### src/core/pmc_consts.svh
/*
  Constants for the power management configuration registers.
  Assumes inclusion by bare name from files under core/.
*/
`ifndef PPM_CONSTS_SVH
`define PPM_CONSTS_SVH

// ==========================================================
// Dword indices of configuration space
`define PPM_IDX_CAPPTR   6'h0D
`define PPM_IDX_IRQ      6'h0F
`define PPM_IDX_CAPHDR   6'h37
`define PPM_IDX_PWRCS    6'h38

// ==========================================================
// Fixed byte values
`define PPM_CAPPTR_VAL   8'hDC
`define PPM_IRQ_PIN_VAL  8'h01
`define PPM_MIN_GNT_VAL  8'h08
`define PPM_MAX_LAT_VAL  8'h18
`define PPM_CAP_ID_VAL   8'h01
`define PPM_NEXT_VAL     8'h00

// ==========================================================
// Capabilities word fields
`define PPM_PME_SUP_AUX  5'h1F
`define PPM_PME_SUP_PCI  5'h0F
`define PPM_VERSION      3'h2

// ==========================================================
// Control/status word bit positions, data scale value and last scaled select
`define PPM_CS_STAT_BIT  15
`define PPM_CS_EN_BIT    8
`define PPM_CS_SEL_LSB   9
`define PPM_DATA_SCALE   2'h1
`define PPM_DATA_LAST    4'h8

// ==========================================================
// Data table entries (10 mW units)
`define PPM_DATA_HI      8'h3C
`define PPM_DATA_LO      8'h2A
`define PPM_DATA_COMMON  8'h00

`endif

### src/core/pmc_pkg.sv
/*
  Types for the power management configuration registers.
  Assumes no other package.
*/
package ppm_pkg;

  // ========================================================
  // Configuration access request
  typedef struct packed {
    logic        rd;
    logic        wr;
    logic [5:0]  idx;
    logic [3:0]  be;
    logic [31:0] wdata;
  } ppm_cfg_req_t;

  // ========================================================
  // Device power states
  typedef enum logic [1:0] {
    PPM_D0 = 2'b00,
    PPM_D1 = 2'b01,
    PPM_D2 = 2'b10,
    PPM_D3 = 2'b11
  } ppm_pwr_state_t;

endpackage

### src/core/pmc_config_regs.sv
/*
  Configuration header tail and power management capability.
  Assumes a decoded configuration port on the PCI clock.
*/
// Operation
// - Capability pointer is fixed read-only DCh.
// - Interrupt pin reads as INTA, read-only.
// - Minimum grant reads 08h, read-only.
// - Maximum latency reads 18h, read-only.
// - Capability_identifier reads 01h, power management.
// - Next capability link reads zero, end of list.
// - Capabilities word depends on auxiliary supply presence.
// - Wake states: all with aux supply, else D0 to D3hot.
// - D1 and D2 support bits read one.
// - Auxiliary current field reads zero.
// - Special initialization bit reads one.
// - Wake clock bit and bit above it read zero.
// - Version field reads 010b.
// - Wake event sets status regardless of enable.
// - Writing one clears status, releases wake pin, clears mirror.
// - With enable set, wake pin follows status.
// - Wake pin asserts only while enable is one.
// - Scale nonzero for selections 0-8, zero for 9-15.
// - Data select chooses data register and scale entry.
// - Dynamic data bit and reserved fields read zero.
// - Power state field is read/write, 00 D0 to 11 D3.
// - Data register is hard-coded by data select.
`timescale 1ns/1ps
`default_nettype none
`include "pmc_consts.svh"

module ppm_config_regs
  import ppm_pkg::*;
(
  input  wire logic         clk,
  input  wire logic         rst,
  input  wire ppm_cfg_req_t cfg_req,
  output logic       [31:0] cfg_rdata,
  output logic              cfg_ack,
  input  wire logic         aux_supply,
  input  wire logic         wake_event,
  input  wire logic         drv_pme_clr,
  output logic              drv_pme_status,
  output ppm_pwr_state_t    pwr_state,
  output logic              pme_n_o,
  output logic              pme_n_oe
);

  // ========================================================
  // Storage
  logic [7:0]     irq_line_q;
  logic [7:0]     irq_line_d;
  ppm_pwr_state_t pstate_q;
  ppm_pwr_state_t pstate_d;
  logic [3:0]     sel_q;
  logic [3:0]     sel_d;
  logic           pme_en_q;
  logic           pme_en_d;
  logic           pme_stat;
  logic [31:0]    rdata_q;
  logic [31:0]    rdata_d;
  logic           ack_q;

  // ========================================================
  // Address decode
  wire hit_irq;
  wire hit_cs;
  wire wr_irq;
  wire wr_cs_lo;
  wire wr_cs_hi;
  wire pme_clr;

  assign hit_irq  = cfg_req.idx == `PPM_IDX_IRQ;
  assign hit_cs   = cfg_req.idx == `PPM_IDX_PWRCS;
  assign wr_irq   = cfg_req.wr & hit_irq & cfg_req.be[0];
  assign wr_cs_lo = cfg_req.wr & hit_cs & cfg_req.be[0];
  assign wr_cs_hi = cfg_req.wr & hit_cs & cfg_req.be[1];
  assign pme_clr  = wr_cs_hi & cfg_req.wdata[`PPM_CS_STAT_BIT];

  // ========================================================
  // Writable fields; other bits have no storage here, wake status is held in u_stat
  assign irq_line_d = wr_irq ? cfg_req.wdata[7:0] : irq_line_q;
  assign pstate_d = wr_cs_lo ? ppm_pwr_state_t'(cfg_req.wdata[1:0])
                             : pstate_q;
  assign sel_d = wr_cs_hi ? cfg_req.wdata[12:9] : sel_q;
  assign pme_en_d = wr_cs_hi ? cfg_req.wdata[`PPM_CS_EN_BIT]
                             : pme_en_q;

  always_ff @(posedge clk or posedge rst)
  begin
    if (rst)
    begin
      irq_line_q <= 8'h00;
      pstate_q   <= PPM_D0;
      sel_q      <= 4'h0;
      pme_en_q   <= 1'b0;
    end
    else
    begin
      irq_line_q <= irq_line_d;
      pstate_q   <= pstate_d;
      sel_q      <= sel_d;
      pme_en_q   <= pme_en_d;
    end
  end

  assign pwr_state = pstate_q;

  // ========================================================
  // Wake status and its driver-visible mirror
  ppm_wake_flag u_stat (
    .clk    (clk),
    .rst    (rst),
    .set    (wake_event),
    .clr    (pme_clr),
    .flag_q (pme_stat)
  );

  ppm_wake_flag u_mirror (
    .clk    (clk),
    .rst    (rst),
    .set    (wake_event),
    .clr    (pme_clr | drv_pme_clr),
    .flag_q (drv_pme_status)
  );

  // Open-drain: only ever pulls low
  assign pme_n_o  = 1'b0;
  assign pme_n_oe = pme_en_q & pme_stat;

  // ========================================================
  // Data register
  logic [7:0] data_val;
  logic [1:0] data_scale;

  ppm_data_rom u_rom (
    .sel   (sel_q),
    .data  (data_val),
    .scale (data_scale)
  );

  // ========================================================
  // Read-back words
  wire [15:0] cap_word;
  wire [15:0] cs_word;
  wire [4:0]  pme_sup;

  assign pme_sup = aux_supply ? `PPM_PME_SUP_AUX
                              : `PPM_PME_SUP_PCI;
  // D2, D1, aux current, init, reserved, clock, version
  assign cap_word = {pme_sup, 1'b1, 1'b1, 3'b000, 1'b1,
                     1'b0, 1'b0, `PPM_VERSION};
  // Reserved and dynamic data read zero
  assign cs_word = {pme_stat, data_scale, sel_q, pme_en_q,
                    3'b000, 1'b0, 2'b00, pstate_q};

  always_comb
  begin
    case (cfg_req.idx)
      `PPM_IDX_CAPPTR: rdata_d = {24'h000000, `PPM_CAPPTR_VAL};
      `PPM_IDX_IRQ:    rdata_d = {`PPM_MAX_LAT_VAL, `PPM_MIN_GNT_VAL,
                                  `PPM_IRQ_PIN_VAL, irq_line_q};
      `PPM_IDX_CAPHDR: rdata_d = {cap_word, `PPM_NEXT_VAL,
                                  `PPM_CAP_ID_VAL};
      `PPM_IDX_PWRCS:  rdata_d = {data_val, 8'h00, cs_word};
      default:         rdata_d = 32'h00000000;
    endcase
  end

  // ========================================================
  // Answer one cycle after the request
  always_ff @(posedge clk or posedge rst)
  begin
    if (rst)
    begin
      rdata_q <= 32'h00000000;
      ack_q   <= 1'b0;
    end
    else
    begin
      rdata_q <= cfg_req.rd ? rdata_d : rdata_q;
      ack_q   <= cfg_req.rd | cfg_req.wr;
    end
  end

  assign cfg_rdata = rdata_q;
  assign cfg_ack   = ack_q;
endmodule
`default_nettype wire

### src/core/pmc_data_rom.sv
/*
  Hard-coded data register table and its scale.
  Assumes the select comes from a register.
*/
`timescale 1ns/1ps
`default_nettype none
`include "pmc_consts.svh"

module ppm_data_rom
  import ppm_pkg::*;
(
  input  wire logic [3:0] sel,
  output logic      [7:0] data,
  output logic      [1:0] scale
);

  // ========================================================
  // Table lookup
  always_comb
  begin
    case (sel)
      4'h0:    data = `PPM_DATA_HI;
      4'h4:    data = `PPM_DATA_HI;
      4'h1, 4'h2, 4'h3, 4'h5, 4'h6, 4'h7:
               data = `PPM_DATA_LO;
      4'h8:    data = `PPM_DATA_COMMON;
      default: data = 8'h00;
    endcase
  end

  assign scale = (sel <= `PPM_DATA_LAST) ? `PPM_DATA_SCALE : 2'h0;

endmodule
`default_nettype wire

### src/core/pmc_wake_flag.sv
/*
  Sticky flag: hardware sets, software clears, set wins.
  Assumes set and clr are synchronous to clk.
*/
`timescale 1ns/1ps
`default_nettype none

module ppm_wake_flag
  import ppm_pkg::*;
(
  input  wire logic clk,
  input  wire logic rst,
  input  wire logic set,
  input  wire logic clr,
  output logic      flag_q
);

  logic flag_d;

  // An event in the clearing cycle must not be lost
  assign flag_d = set | (flag_q & ~clr);

  always_ff @(posedge clk or posedge rst)
  begin
    if (rst)
      flag_q <= 1'b0;
    else
      flag_q <= flag_d;
  end

endmodule
`default_nettype wire

### config.mk
export PLATFORM = sky130hd
export DESIGN_NAME = ppm_config_regs
export DESIGN_NICKNAME = d
export VERILOG_FILES = /design/src/core/pmc_pkg.sv /design/src/core/pmc_config_regs.sv /design/src/core/pmc_data_rom.sv /design/src/core/pmc_wake_flag.sv
export VERILOG_INCLUDE_DIRS = /design/src /design/src/core
export SDC_FILE = /design/constraint.sdc
export NUM_CORES = 1
export LEC_CHECK = 0
export BUFFER_PORTS_ARGS = -buffer_cell sky130_fd_sc_hd__buf_2
export CORE_ASPECT_RATIO = 0.6
export CORE_UTILIZATION = 51
export CTS_BUF_LIST = sky130_fd_sc_hd__clkbuf_4 sky130_fd_sc_hd__clkbuf_8
export CTS_CLUSTER_DIAMETER = 200
export DETAILED_ROUTE_END_ITERATION = 12
export GPL_TIMING_DRIVEN = 0
export HOLD_SLACK_MARGIN = 0.15
export PLACE_DENSITY_LB_ADDON = 0.05
export SYNTH_ARGS = -nofsm -noshare
export SYNTH_HDL_FRONTEND = slang
export SYNTH_HIERARCHICAL = 1
export SYNTH_SLANG_ARGS = --single-unit
### constraint.sdc
create_clock -name clk -period 2.9 [get_ports clk]
set_input_delay 0.29 -clock clk [delete_from_list [all_inputs] [get_ports clk]]
set_output_delay 0.29 -clock clk [all_outputs]
set_load 0.02 [all_outputs]
* Word-level counts from Yosys, hierarchy flattened
Memories as Yosys holds them, arrays and structs flattened.
Index checks and enable logic that the tools add are counted.
** Cells by class
- Bitwise gates (word level) :: 15
- Muxes and demuxes :: 3
- $lt $le $gt $ge :: 1
- Eq/ne operators :: 4
** Operators with widths (count)
- case mux 32 bit (4 select lines) :: 1
- equality test 6 x 4 -> 1 bit, second input constant :: 2
- equality test 6 bit, second input constant :: 2
- bitwise AND 1 bit :: 9
- two-way mux 5 bit :: 1
- less-or-equal comparator 4 bit, second input constant :: 1
- bitwise OR 1 bit :: 4
- NOT 1 bit :: 2
- two-way mux 1 bit :: 1
** Word-level totals
- Memories :: 1
- Flip-flop bits (word level) :: 50
- Bits in read-only memories :: 80
- Word-level logic and storage cells :: 32
- Output and inout bits :: 38
** Memories
- (name not given) :: words 16, width 5, rd ports 1, clocked after Yosys merged registers in 0, write ports 0, RTL line pmc_data_rom.sv:21 : case (sel)

* Longest topological paths before layout
Gate-level depths: netlist (run 1).
- Depth in word-level cells :: 8
- Depth in mapped cells :: 7
- Depth with buffers taken out :: 6

* Hierarchy
Netlist (run 1), hierarchy kept.
** Modules (own cells, without submodules)
- ppm_config_regs :: seq. area each 1051.0 um^2, cells each 168, times used 1, area each 1874.3 um^2
- ppm_data_rom :: seq. area each 0.0 um^2, cells each 11, times used 1, area each 80.1 um^2
- ppm_wake_flag :: seq. area each 25.0 um^2, cells each 4, times used 2, area each 40.0 um^2

* Worst setup path before layout (run 1)
Ideal clock, no wire load.
- Path type :: input-to-reg
- From :: in cfg_req[36] (netlist bit)
- To :: reg pstate_q[0], in the netlist pwr_state[0]
- Required time :: 2.775 ns
- Data arrival time :: 1.560 ns
- Stages on the path :: 5
- Path slack :: 1.215 ns
- Cells stage by stage :: or4b_4 > nor2_2 > buf_6 > and3_4 > mux2_4
** On the way
- Cells in the longest elaborated chain, start to end :: 3
** RTL lines
- from (decl) :: RTL line pmc_config_regs.sv:37 : input wire ppm_cfg_req_t cfg_req,
- equality test 6 bit
- bitwise AND 1 bit (2 in series) :: RTL line pmc_config_regs.sv:76 : assign wr_cs_lo = cfg_req.wr & hit_cs & cfg_req.be[0];
- to (signal assigned) :: RTL line pmc_config_regs.sv:101 : pstate_q <= pstate_d;
- to (decl) :: RTL line pmc_config_regs.sv:53 : ppm_pwr_state_t pstate_q;
Every way passes these cells.
A chain may end at the register's enable or synchronous reset.

* Worst setup path after layout (run 1)
- From :: in cfg_req[36] (netlist bit)
- To :: reg sel_q[0]
** On the way
- Cells in the longest elaborated chain, start to end :: 3
** RTL lines
- equality test 6 bit
- bitwise AND 1 bit (2 in series) :: RTL line pmc_config_regs.sv:77 : assign wr_cs_hi = cfg_req.wr & hit_cs & cfg_req.be[1];
- to (signal assigned) :: RTL line pmc_config_regs.sv:102 : sel_q <= sel_d;
- to (decl) :: RTL line pmc_config_regs.sv:55 : logic [3:0] sel_q;
Every way passes these cells.

==> results of run 1 <==
## cell usage after synthesis, types with 3 or more instances
master    count
mux2_2       15
clkbuf_1      3
o21ai_0       9
dfrtp_1      44
buf_4        14
a22oi_1       3
a21o_1        3
nor2_1        5
a21oi_1      11
inv_1        25
o22ai_1      10
buf_6         3
nor2b_1       6
nand3_1      11
## worst reg2reg max path, stage by stage (launching register included)
cell	delay (ns)
dfrtp_1	0.45
nor3_1	0.26
buf_4	0.15
a211oi_1	0.05
o22ai_1	0.15
## final cells by class
cell class	count	area, um^2
Multi-Input combinational cell	104	711
Tap cell	47	58.8
Clock buffer	8	97.6
Sequential cell	44	1100
Buffer	22	159
Timing Repair Buffer	61	310
Fill cell	326	1210
Inverter	25	93.8
## sequential cells by signal, indices dropped and copies added, names as in the netlist
name and cells:
cfg_ack 1, pwr_state 2, cfg_rdata 26, sel_q 4
u_mirror/flag_q 1, irq_line_q 8, u_stat/flag_q 1, pme_en_q 1
## placed cells by master, fill, tap and decap left out, types with 5 or more instances in the layout
cell type and instances:
nand3_1 11, conb_1 10, nor2b_1 6, buf_4 14
o21ai_0 9, nor2_1 5, o22ai_1 10, a21oi_1 11
mux2_2 15, dfrtp_1 44, clkbuf_8 6, inv_1 24
buf_2 61
## repair_timing
item	4_1_cts	5_1_grt
setup buffers	0	0
hold buffers	1	0
hold endpoints to repair	2	0
## where the power goes
part,internal [mW],switching (mW)
logic,0.0673,0.0776
clock network,0.213,0.197
registers,0.638,0.0194
## layer usage
| metal | wire length [um] | global-route usage (%) | up-vias |
|---|---|---|---|
| met3 | 202 | 5.65 | 7 |
| met5 | 0 | 0 | - |
| met4 | 51 | 7.63 | 0 |
| met1 | 2220 | 32.7 | 729 |
| met2 | 1780 | 33.1 | 47 |
| li1 | - | - | 756 |
## logic make-up after synthesis
kind of cell | count (synthesis) | share of synthesized area, %
buffers and inverters | 47 | 12.4
DFF | 44 | 54.1
AOI/OAI and AO/OA | 41 | 12.4
and+or+nand+nor | 36 | 10.9
muxes | 17 | 9.78
other | 2 | 0.369
## final timing paths
| kind | slack [ns] | depth (start not counted) | startpoint | endpoint |
|---|---|---|---|---|
| max in group asynchronous | 1.64 | 3 | rst | cfg_rdata[5] |
| min in group asynchronous | 0.39 | 3 | rst | u_mirror/flag_q |
| max | 1.31 | 6 | cfg_req[36] | sel_q[0] |
| min | 0.20 | 2 | wake_event | u_stat/flag_q |
| min reg2reg | 0.48 | 1 | u_mirror/flag_q | u_mirror/flag_q |
| max reg2reg | 1.77 | 4 | sel_q[0] | cfg_rdata[28] |
==> results.json, run 1 <==
{
  "floorplan.initialDensity_pct": 54.3,
  "routed_via_density": 4.95,
  "synthesis.instances": 187,
  "ys_seq_area_share_pct": 54.1,
  "worstSetupPathType": "primary input to register",
  "clock_sink_count": 44,
  "timing.final.crit_share_pct": 54.8,
  "synth_async_sr_flop_share_pct": 100,
  "postPlaceCellArea_um2": 2420,
  "number_of_global_route_vias_before_repair": 1465,
  "vdd_ir_drop_max_mv": 0.324,
  "synth.yosys.warnings": 6,
  "gr-usage-all-layers_pct": 22.5,
  "antenna_cells": 0,
  "report.power.total_mw": 1.21,
  "synth-edff-count": 0,
  "yosys.area.top_type": "dfrtp_1",
  "layout-drive-gt1-share_pct": 42.4,
  "totalWireLength_um": 4250,
  "clock_tree.root_cell": "clkbuf_8",
  "timing.fmax_mhz": 630,
  "row_count": 17,
  "finalWeightedCongestion": 0.729,
  "final-max-slew-violation-count": 0,
  "tritoncts": "done",
  "critPathArrivalTime_ns": 1.77,
  "port-buffer-count": 60,
  "timing.critical_path.fanout_max": 7,
  "dp_hpwl_um": 3110,
  "path_clk_slew_ns": 0.07,
  "setup_violating_endpoint_count_in_the_final_report": 0,
  "detail_route.first_pass.iterations": 4,
  "rsz0062_at_grt": "false",
  "cell_count_final_fillers_out": 311,
  "worst_hold_path_class": "primary input to register",
  "drt-wirelength-per-cell_um": 13.7,
  "delay_of_the_slowest_critical_path_stage_ns": 0.54,
  "top_level_ports": 87,
  "worst-slew-pin-transition_ns": 0.843,
  "cap_violations": 0,
  "timing.slew.headroom_pct": 43.7,
  "grt_max_degree": 43,
  "max-clock-path-buffers": 2,
  "crit_slowest_cell": "or4b_4",
  "post_synth_top_area_share_pct": 54.1,
  "clock_insertion_delay_at_the_later_pin_of_the_skew_report_ns": 0.30,
  "clock_skew_ns": 0.00555,
  "hold_slack_ns": 0.197,
  "status": "finished, final reports clean",
  "synth_area_um2": 2030,
  "flow.area_growth_from_synthesis_pct": 24.4,
  "setup-tns-final_ns": 0,
  "drc_errors": 0,
  "route.vias.total": 1539,
  "die-height_um": 50.9,
  "cts_inserted_buffers": 5,
  "detailedRoute.firstIterationViolations": 95,
  "timing.critical_path.max_delay_family": "simple AND/OR/NAND/NOR gates",
  "yosys.cell_types.count": 33,
  "finalInstanceArea_um2": 2530,
  "timing.critical_path.from_type": "primary input",
  "cp.buffers_inverters": 2,
  "dp_slack_ns": 1.00,
  "final_critical_path_setup_slack_ns": 1.31,
  "num-nets-final": 312,
  "ys_ff_latch": 44,
  "synth.top_cells.by_area": "dfrtp_1 (54%), mux2_2 (8.3%), buf_4 (5.2%)",
  "detail-route-antenna-nets": 0,
  "cellLeakagePower_nw": 1.31,
  "final_util_pct": 67.6,
  "cts_resized": 0,
  "timing.critical_path.required_ns": 3.08,
  "critPathCaptureType": "register",
  "synthesis.area_per_instance_um2": 10.9,
  "total_die_area_um2": 4250,
  "finalHoldViolations": 0,
  "dieWidth_um": 83.5,
  "place.detailed.instances": 302,
  "grt_pass1_wl_um": 7170,
  "grt_overflow_total": 0,
  "antenna_found_initial": 0,
  "design.core.area_um2": 3740,
  "ctsHtreeMaxLevel": 2,
  "min_period_ns": 1.59,
  "path_cells": "buf_2 -> or4b_4 -> nor2_2 -> and3_1 -> buf_6 -> mux2_2",
  "ys_dominant_reg_cell": "dfrtp_1",
  "cellPowerDensity_nw_per_um2": 479
}
(Power assumes the default switching activity.)
==> run 2: changes to the inputs <==
Settings changed: CORE_UTILIZATION 51 to 44.
Clock period 2.9 ns to 1.3 ns, I/O delays scaled along.
==> run 2 against run 1 <==
Against the previous run:
- the run now ends with negative setup slack left
- critical path depth grew 1
- routed wire length grew 9.4%
- combinational power rose to 2.7 times the previous value
- largest cell class unchanged
- largest power group unchanged
==> results.json, run 2 (synthesis gave the netlist of run 1 again) <==
{
  "status": "finished, violations left",
  "violations": "negative setup slack",
  "path_clk_slew_ns": 0.07,
  "final_critical_path_setup_slack_ns": -0.0146,
  "row_count": 18,
  "finalInstanceArea_um2": 2870,
  "worst_hold_path_class": "primary input to register",
  "critPathCaptureType": "register",
  "tritoncts": "done",
  "worst_r2r_startpoint": "sel_q[1]",
  "max-clock-path-buffers": 2,
  "cellPowerDensity_nw_per_um2": 1070,
  "clock_sink_count": 44,
  "antenna_cells": 0,
  "delay_of_the_slowest_critical_path_stage_ns": 0.54,
  "min_period_ns": 1.31,
  "num-fill-cells": 356,
  "num-nets-final": 331,
  "multiInputGateArea_um2": 779,
  "most_common_cell_after_layout_fill_and_taps_aside": "buf_2",
  "r2r_slack_ns": 0.15,
  "cts_inserted_buffers": 5,
  "clock_insertion_delay_at_the_later_pin_of_the_skew_report_ns": 0.29,
  "timing.critical_path.max_delay_family": "simple AND/OR/NAND/NOR gates",
  "antenna_found_initial": 0,
  "finalHoldViolations": 0,
  "cellLeakagePower_nw": 1.43,
  "setup_violating_endpoint_count_in_the_final_report": 1,
  "route.vias.total": 1568,
  "path_cells": "buf_8 -> or4b_4 -> nor2_4 -> and3_4 -> and2_4 -> inv_2 -> a21o_1",
  "timing.slew.headroom_pct": 43.5,
  "finalWeightedCongestion": 0.713,
  "worst-slew-pin-transition_ns": 0.846,
  "number_of_global_route_vias_before_repair": 1462,
  "drt-wirelength-per-cell_um": 13.6,
  "clock_tree.root_cell": "clkbuf_8",
  "crit_slowest_cell": "or4b_4",
  "dp_hpwl_um": 3160,
  "report.power.total_mw": 3.07,
  "timing.critical_path.required_ns": 1.48,
  "critPathArrivalTime_ns": 1.49,
  "worst_r2r_endpoint": "cfg_rdata[28]",
  "port-buffer-count": 60,
  "timing.hold.worst_path_depth": 4,
  "rsz0062_at_grt": "true",
  "worstSetupPathType": "primary input to register",
  "die-height_um": 54.7,
  "timing.critical_path.from_type": "primary input",
  "postPlaceCellArea_um2": 2510,
  "layout-drive-gt1-share_pct": 42.2,
  "hold_slack_ns": 0.203,
  "seq_area_um2": 1100,
  "most-common-layout-cells": "buf_2 (58), dfrtp_1 (44), inv_1 (23)",
  "worst_case_reg_to_reg_path_depth": 4,
  "flow.area_growth_from_synthesis_pct": 40.8,
  "worst_hold_path.endpoint": "u_mirror/flag_q",
  "largest_register_ff_count": 26,
  "timing.critical_path.fanout_max": 7,
  "detail-route-antenna-nets": 0,
  "grt_max_degree": 43,
  "drc_errors": 0,
  "grt_overflow_total": 0,
  "clock_skew_ns": 0.00945,
  "cp.buffers_inverters": 2,
  "total_die_area_um2": 4910,
  "vdd_ir_drop_max_mv": 0.571,
  "gr-usage-all-layers_pct": 20.7,
  "timing.fmax_mhz": 761,
  "floorplan.initialDensity_pct": 47.5,
  "hold_start": "drv_pme_clr",
  "design.core.area_um2": 4280,
  "detailedRoute.firstIterationViolations": 73,
  "top_level_ports": 87,
  "cap_violations": 0,
  "timing.final.crit_share_pct": 101,
  "ctsHtreeMaxLevel": 2,
  "dieWidth_um": 89.8,
  "grt_pass1_wl_um": 7450,
  "final-max-slew-violation-count": 0,
  "detail_route.first_pass.iterations": 4,
  "totalWireLength_um": 4650,
  "routed_via_density": 4.58
}
run 2: worst max path at each step:
stage / startpoint / endpoint / cells after the start
after CTS: cfg_req[37] / pwr_state[1] / 6
after global placement: rst / irq_line_q[0] / 2
after detailed placement: cfg_req[37] / pwr_state[1] / 6
after global routing: cfg_req[37] / u_mirror/flag_q / 7
final: cfg_req[37] / u_stat/flag_q / 7
after floorplan: cfg_req[38] / pwr_state[0] / 5
run 2: layer usage:
layer | global-route usage [%] | part of all wire [%] | vias to the layer above
met5 | 0 | 0 | -
met4 | 4.92 | 0.62 | 0
met3 | 5.00 | 4.7 | 5
met2 | 29.1 | 40 | 41
met1 | 31.8 | 55 | 726
li1 | - | - | 796
run 2: layout make-up:
class                           count  share of cell area [%]
Clock inverter                      2                    2.10
Buffer                             20                    5.24
Timing Repair Buffer               82                    18.7
Multi-Input combinational cell    104                    27.2
Clock buffer                        5                    2.40
Tap cell                           60                    2.62
Inverter                           25                    3.28
Sequential cell                    44                    38.4
run 2: what timing repair did:
| item | 4_1_cts | 5_1_grt |
|---|---|---|
| hold endpoints to repair | 63 | 0 |
| cloned | 0 | 0 |
| hold buffers | 17 | 0 |
| setup endpoints to repair | 9 | 30 |
| setup buffers | 5 | 0 |
| gates resized for setup | 3 | 5 |
| pin swaps | 2 | 5 |
run 2: stage by stage:
step | worst slack, ns | TNS, ns | instances | util, %
after floorplan | -0.190 | -2.37 | 195 | -
after global placement | -0.387 | -24.57 | 315 | 58.7
after detailed placement | -0.370 | -8.59 | 315 | 58.7
after CTS | -0.00898 | -0.0243 | 343 | 66.9
after global routing | -0.0442 | -0.143 | 342 | 67.0
final | -0.0146 | -0.0146 | 342 | 67.0
run 2: report_power, final:
group          switching (mW)  total (mW)  internal (mW)
combinational           0.184       0.393          0.209
clock                   0.446        1.20          0.756
sequential             0.0489        1.47           1.42
total                   0.679        3.07           2.39
run 2: worst min-delay path, stage by stage:
cell	delay, ns
buf_2	0.07
a21o_1	0.07
inv_1	0.03
a21o_1	0.14
==> run 3: changes to the inputs <==
Settings changed: CORE_ASPECT_RATIO 0.6 to 1.75, CORE_MARGIN set to 5.
==> run 3 against run 2 <==
Against the previous run:
- the flow now finishes without violations
- first-iteration DRC count down 71%
- highest routed layer unchanged
- global-route usage decreased by 2.6 points
- maximum frequency is 1.9% higher
- setup slack improved by 0.024 ns
- via count is 5.0% higher
- flip-flop and latch count unchanged
- utilization is 4.1 points lower
- cell count shrank 2.6%
==> results.json, run 3 (synthesis gave the netlist of run 1 again) <==
{
  "min_period_ns": 1.29,
  "timing.critical_path.from_type": "primary input",
  "timing.fmax_mhz": 775,
  "timing.slew.headroom_pct": 50.9,
  "worst_r2r_endpoint": "cfg_rdata[28]",
  "dp_slack_ns": -0.379,
  "total_switching_power_mw": 0.667,
  "timing.critical_path.required_ns": 1.49,
  "number_of_global_route_vias_before_repair": 1776,
  "path_cells": "buf_6 -> or4b_4 -> nor2_4 -> and3_4 -> and2_1 -> inv_1 -> a21o_1",
  "clock_tree.root_cell": "clkbuf_8",
  "multiInputGateArea_um2": 777,
  "antenna_cells": 0,
  "cap_violations": 0,
  "route.vias.total": 1646,
  "clock_sink_count": 44,
  "setup_violating_endpoint_count_in_the_final_report": 0,
  "dieWidth_um": 61.4,
  "row_count": 32,
  "final_critical_path_setup_slack_ns": 0.00949,
  "dp_hpwl_um": 3590,
  "cp.buffers_inverters": 2,
  "worst_r2r_startpoint": "sel_q[1]",
  "port-buffer-count": 60,
  "worst_hold_path.endpoint": "cfg_rdata[6]",
  "delay_of_the_slowest_critical_path_stage_ns": 0.55,
  "detailedRoute.firstIterationViolations": 21,
  "gr-usage-all-layers_pct": 18.1,
  "worst-slew-pin-transition_ns": 0.734,
  "timing.critical_path.fanout_max": 7,
  "hold_slack_ns": 0.166,
  "internal_power_mw": 2.10,
  "seq_area_um2": 1100,
  "most-common-layout-cells": "buf_2 (58), dfrtp_1 (44), inv_1 (24)",
  "worstSetupPathType": "primary input to register",
  "drt-wirelength-per-cell_um": 14.9,
  "num-fill-cells": 418,
  "detail-route-antenna-nets": 0,
  "power.share.switching_pct": 24.1,
  "relative_contribution_of_the_clock_network_to_total_power_pct": 32.9,
  "die-height_um": 100,
  "design.core.area_um2": 4440,
  "total_die_area_um2": 6140,
  "grt_overflow_total": 0,
  "critPathArrivalTime_ns": 1.48,
  "final-max-slew-violation-count": 0,
  "max-clock-path-buffers": 2,
  "power.share.combinational_pct": 14.1,
  "grt_max_degree": 43,
  "r2r_slack_ns": 0.17,
  "most_common_cell_after_layout_fill_and_taps_aside": "buf_2",
  "layout-drive-gt1-share_pct": 41.5,
  "hold_start": "cfg_req[37]",
  "rsz0062_at_grt": "true",
  "place.detailed.instances": 306,
  "ctsHtreeMaxLevel": 2,
  "clock_insertion_delay_at_the_later_pin_of_the_skew_report_ns": 0.29,
  "final_util_pct": 62.9,
  "worst_case_reg_to_reg_path_depth": 4,
  "routed_via_density": 4.94,
  "detail_route.first_pass.iterations": 3,
  "finalHoldViolations": 0,
  "cellLeakagePower_nw": 1.41,
  "finalWeightedCongestion": 0.755,
  "drc_errors": 0,
  "timing.critical_path.max_delay_family": "simple AND/OR/NAND/NOR gates",
  "num-nets-final": 330,
  "largest_register_ff_count": 26,
  "path_clk_slew_ns": 0.08,
  "cellPowerDensity_nw_per_um2": 992,
  "timing.final.crit_share_pct": 99.3,
  "setup-tns-final_ns": 0,
  "critPathCaptureType": "register",
  "cell_count_final_fillers_out": 333,
  "top_level_ports": 87,
  "totalWireLength_um": 4950,
  "flow.area_growth_from_synthesis_pct": 37.3,
  "floorplan.initialDensity_pct": 45.8,
  "cts_inserted_buffers": 5,
  "tritoncts": "done",
  "timing.hold.worst_path_depth": 3,
  "clock_skew_ns": 0.00507,
  "grt_pass1_wl_um": 8310,
  "crit_slowest_cell": "or4b_4",
  "vdd_ir_drop_max_mv": 0.761,
  "status": "finished, final reports clean",
  "worst_hold_path_class": "primary input to register",
  "antenna_found_initial": 0,
  "sequentialPowerShare_pct": 53.0
}
[run 3: how the worst max path moves through the flow]
stage	startpoint	endpoint	slack [ns]	depth (start not counted)
after floorplan	cfg_req[38]	pwr_state[0]	-0.19	5
after global placement	rst	irq_line_q[0]	-0.42	2
after detailed placement	cfg_req[37]	pwr_state[0]	-0.38	6
after CTS	cfg_req[38]	u_stat/flag_q	-0.0005	7
after global routing	cfg_req[38]	u_stat/flag_q	-0.05	7
final	cfg_req[38]	u_stat/flag_q	0.009	7
[run 3: area by class of cell]
class,count,area share [%]
flip-flops and latches,44,39.4
well taps,51,2.28
repair buffers,81,18.4
plain buffers,20,5.24
multi-input cells,104,27.8
inverters,25,3.40
clock buffers,8,3.49
[run 3: timing repair]
action / in CTS / in global routing
gates resized for setup: 3 / 2
endpoints found under the hold margin: 63 / 0
setup buffers: 2 / 2
pin swaps: 0 / 3
setup endpoints to repair: 9 / 65
hold buffers: 17 / 0
[run 3: power by group through the flow]
| stage | logic [mW] | clock network, mW | registers (mW) |
|---|---|---|---|
| finish | 0.390 | 0.912 | 1.47 |
| global route | 0.433 | 0.983 | 1.48 |
| floorplan | 0.205 | 0 | 1.51 |
| detailed placement | 0.350 | 0 | 1.50 |
| global placement | 0.347 | 0 | 1.50 |
| CTS | 0.394 | 0.931 | 1.47 |
[run 3: layer usage]
layer | wire, um | GRT usage [%] | up-vias
li1 | - | - | 794
met1 | 1880 | 19.5 | 801
met2 | 2720 | 33.5 | 46
met3 | 295 | 3.86 | 5
met4 | 62 | 5.88 | 0
met5 | 0 | 0 | -
[run 3: stage by stage]
stage          instance area [um^2]  power (mW)
2_1_floorplan                  2140        1.72
3_3_place_gp                   2500        1.84
3_5_place_dp                   2500        1.85
4_1_cts                        2790        2.79
5_1_grt                        2790        2.89
6_report                       2790        2.77
[run 3: worst register-to-register path, stage by stage, from the launching register on]
cell	delay, ns
dfrtp_1	0.44
nor3_1	0.28
buf_4	0.15
a211oi_1	0.05
o22ai_1	0.14
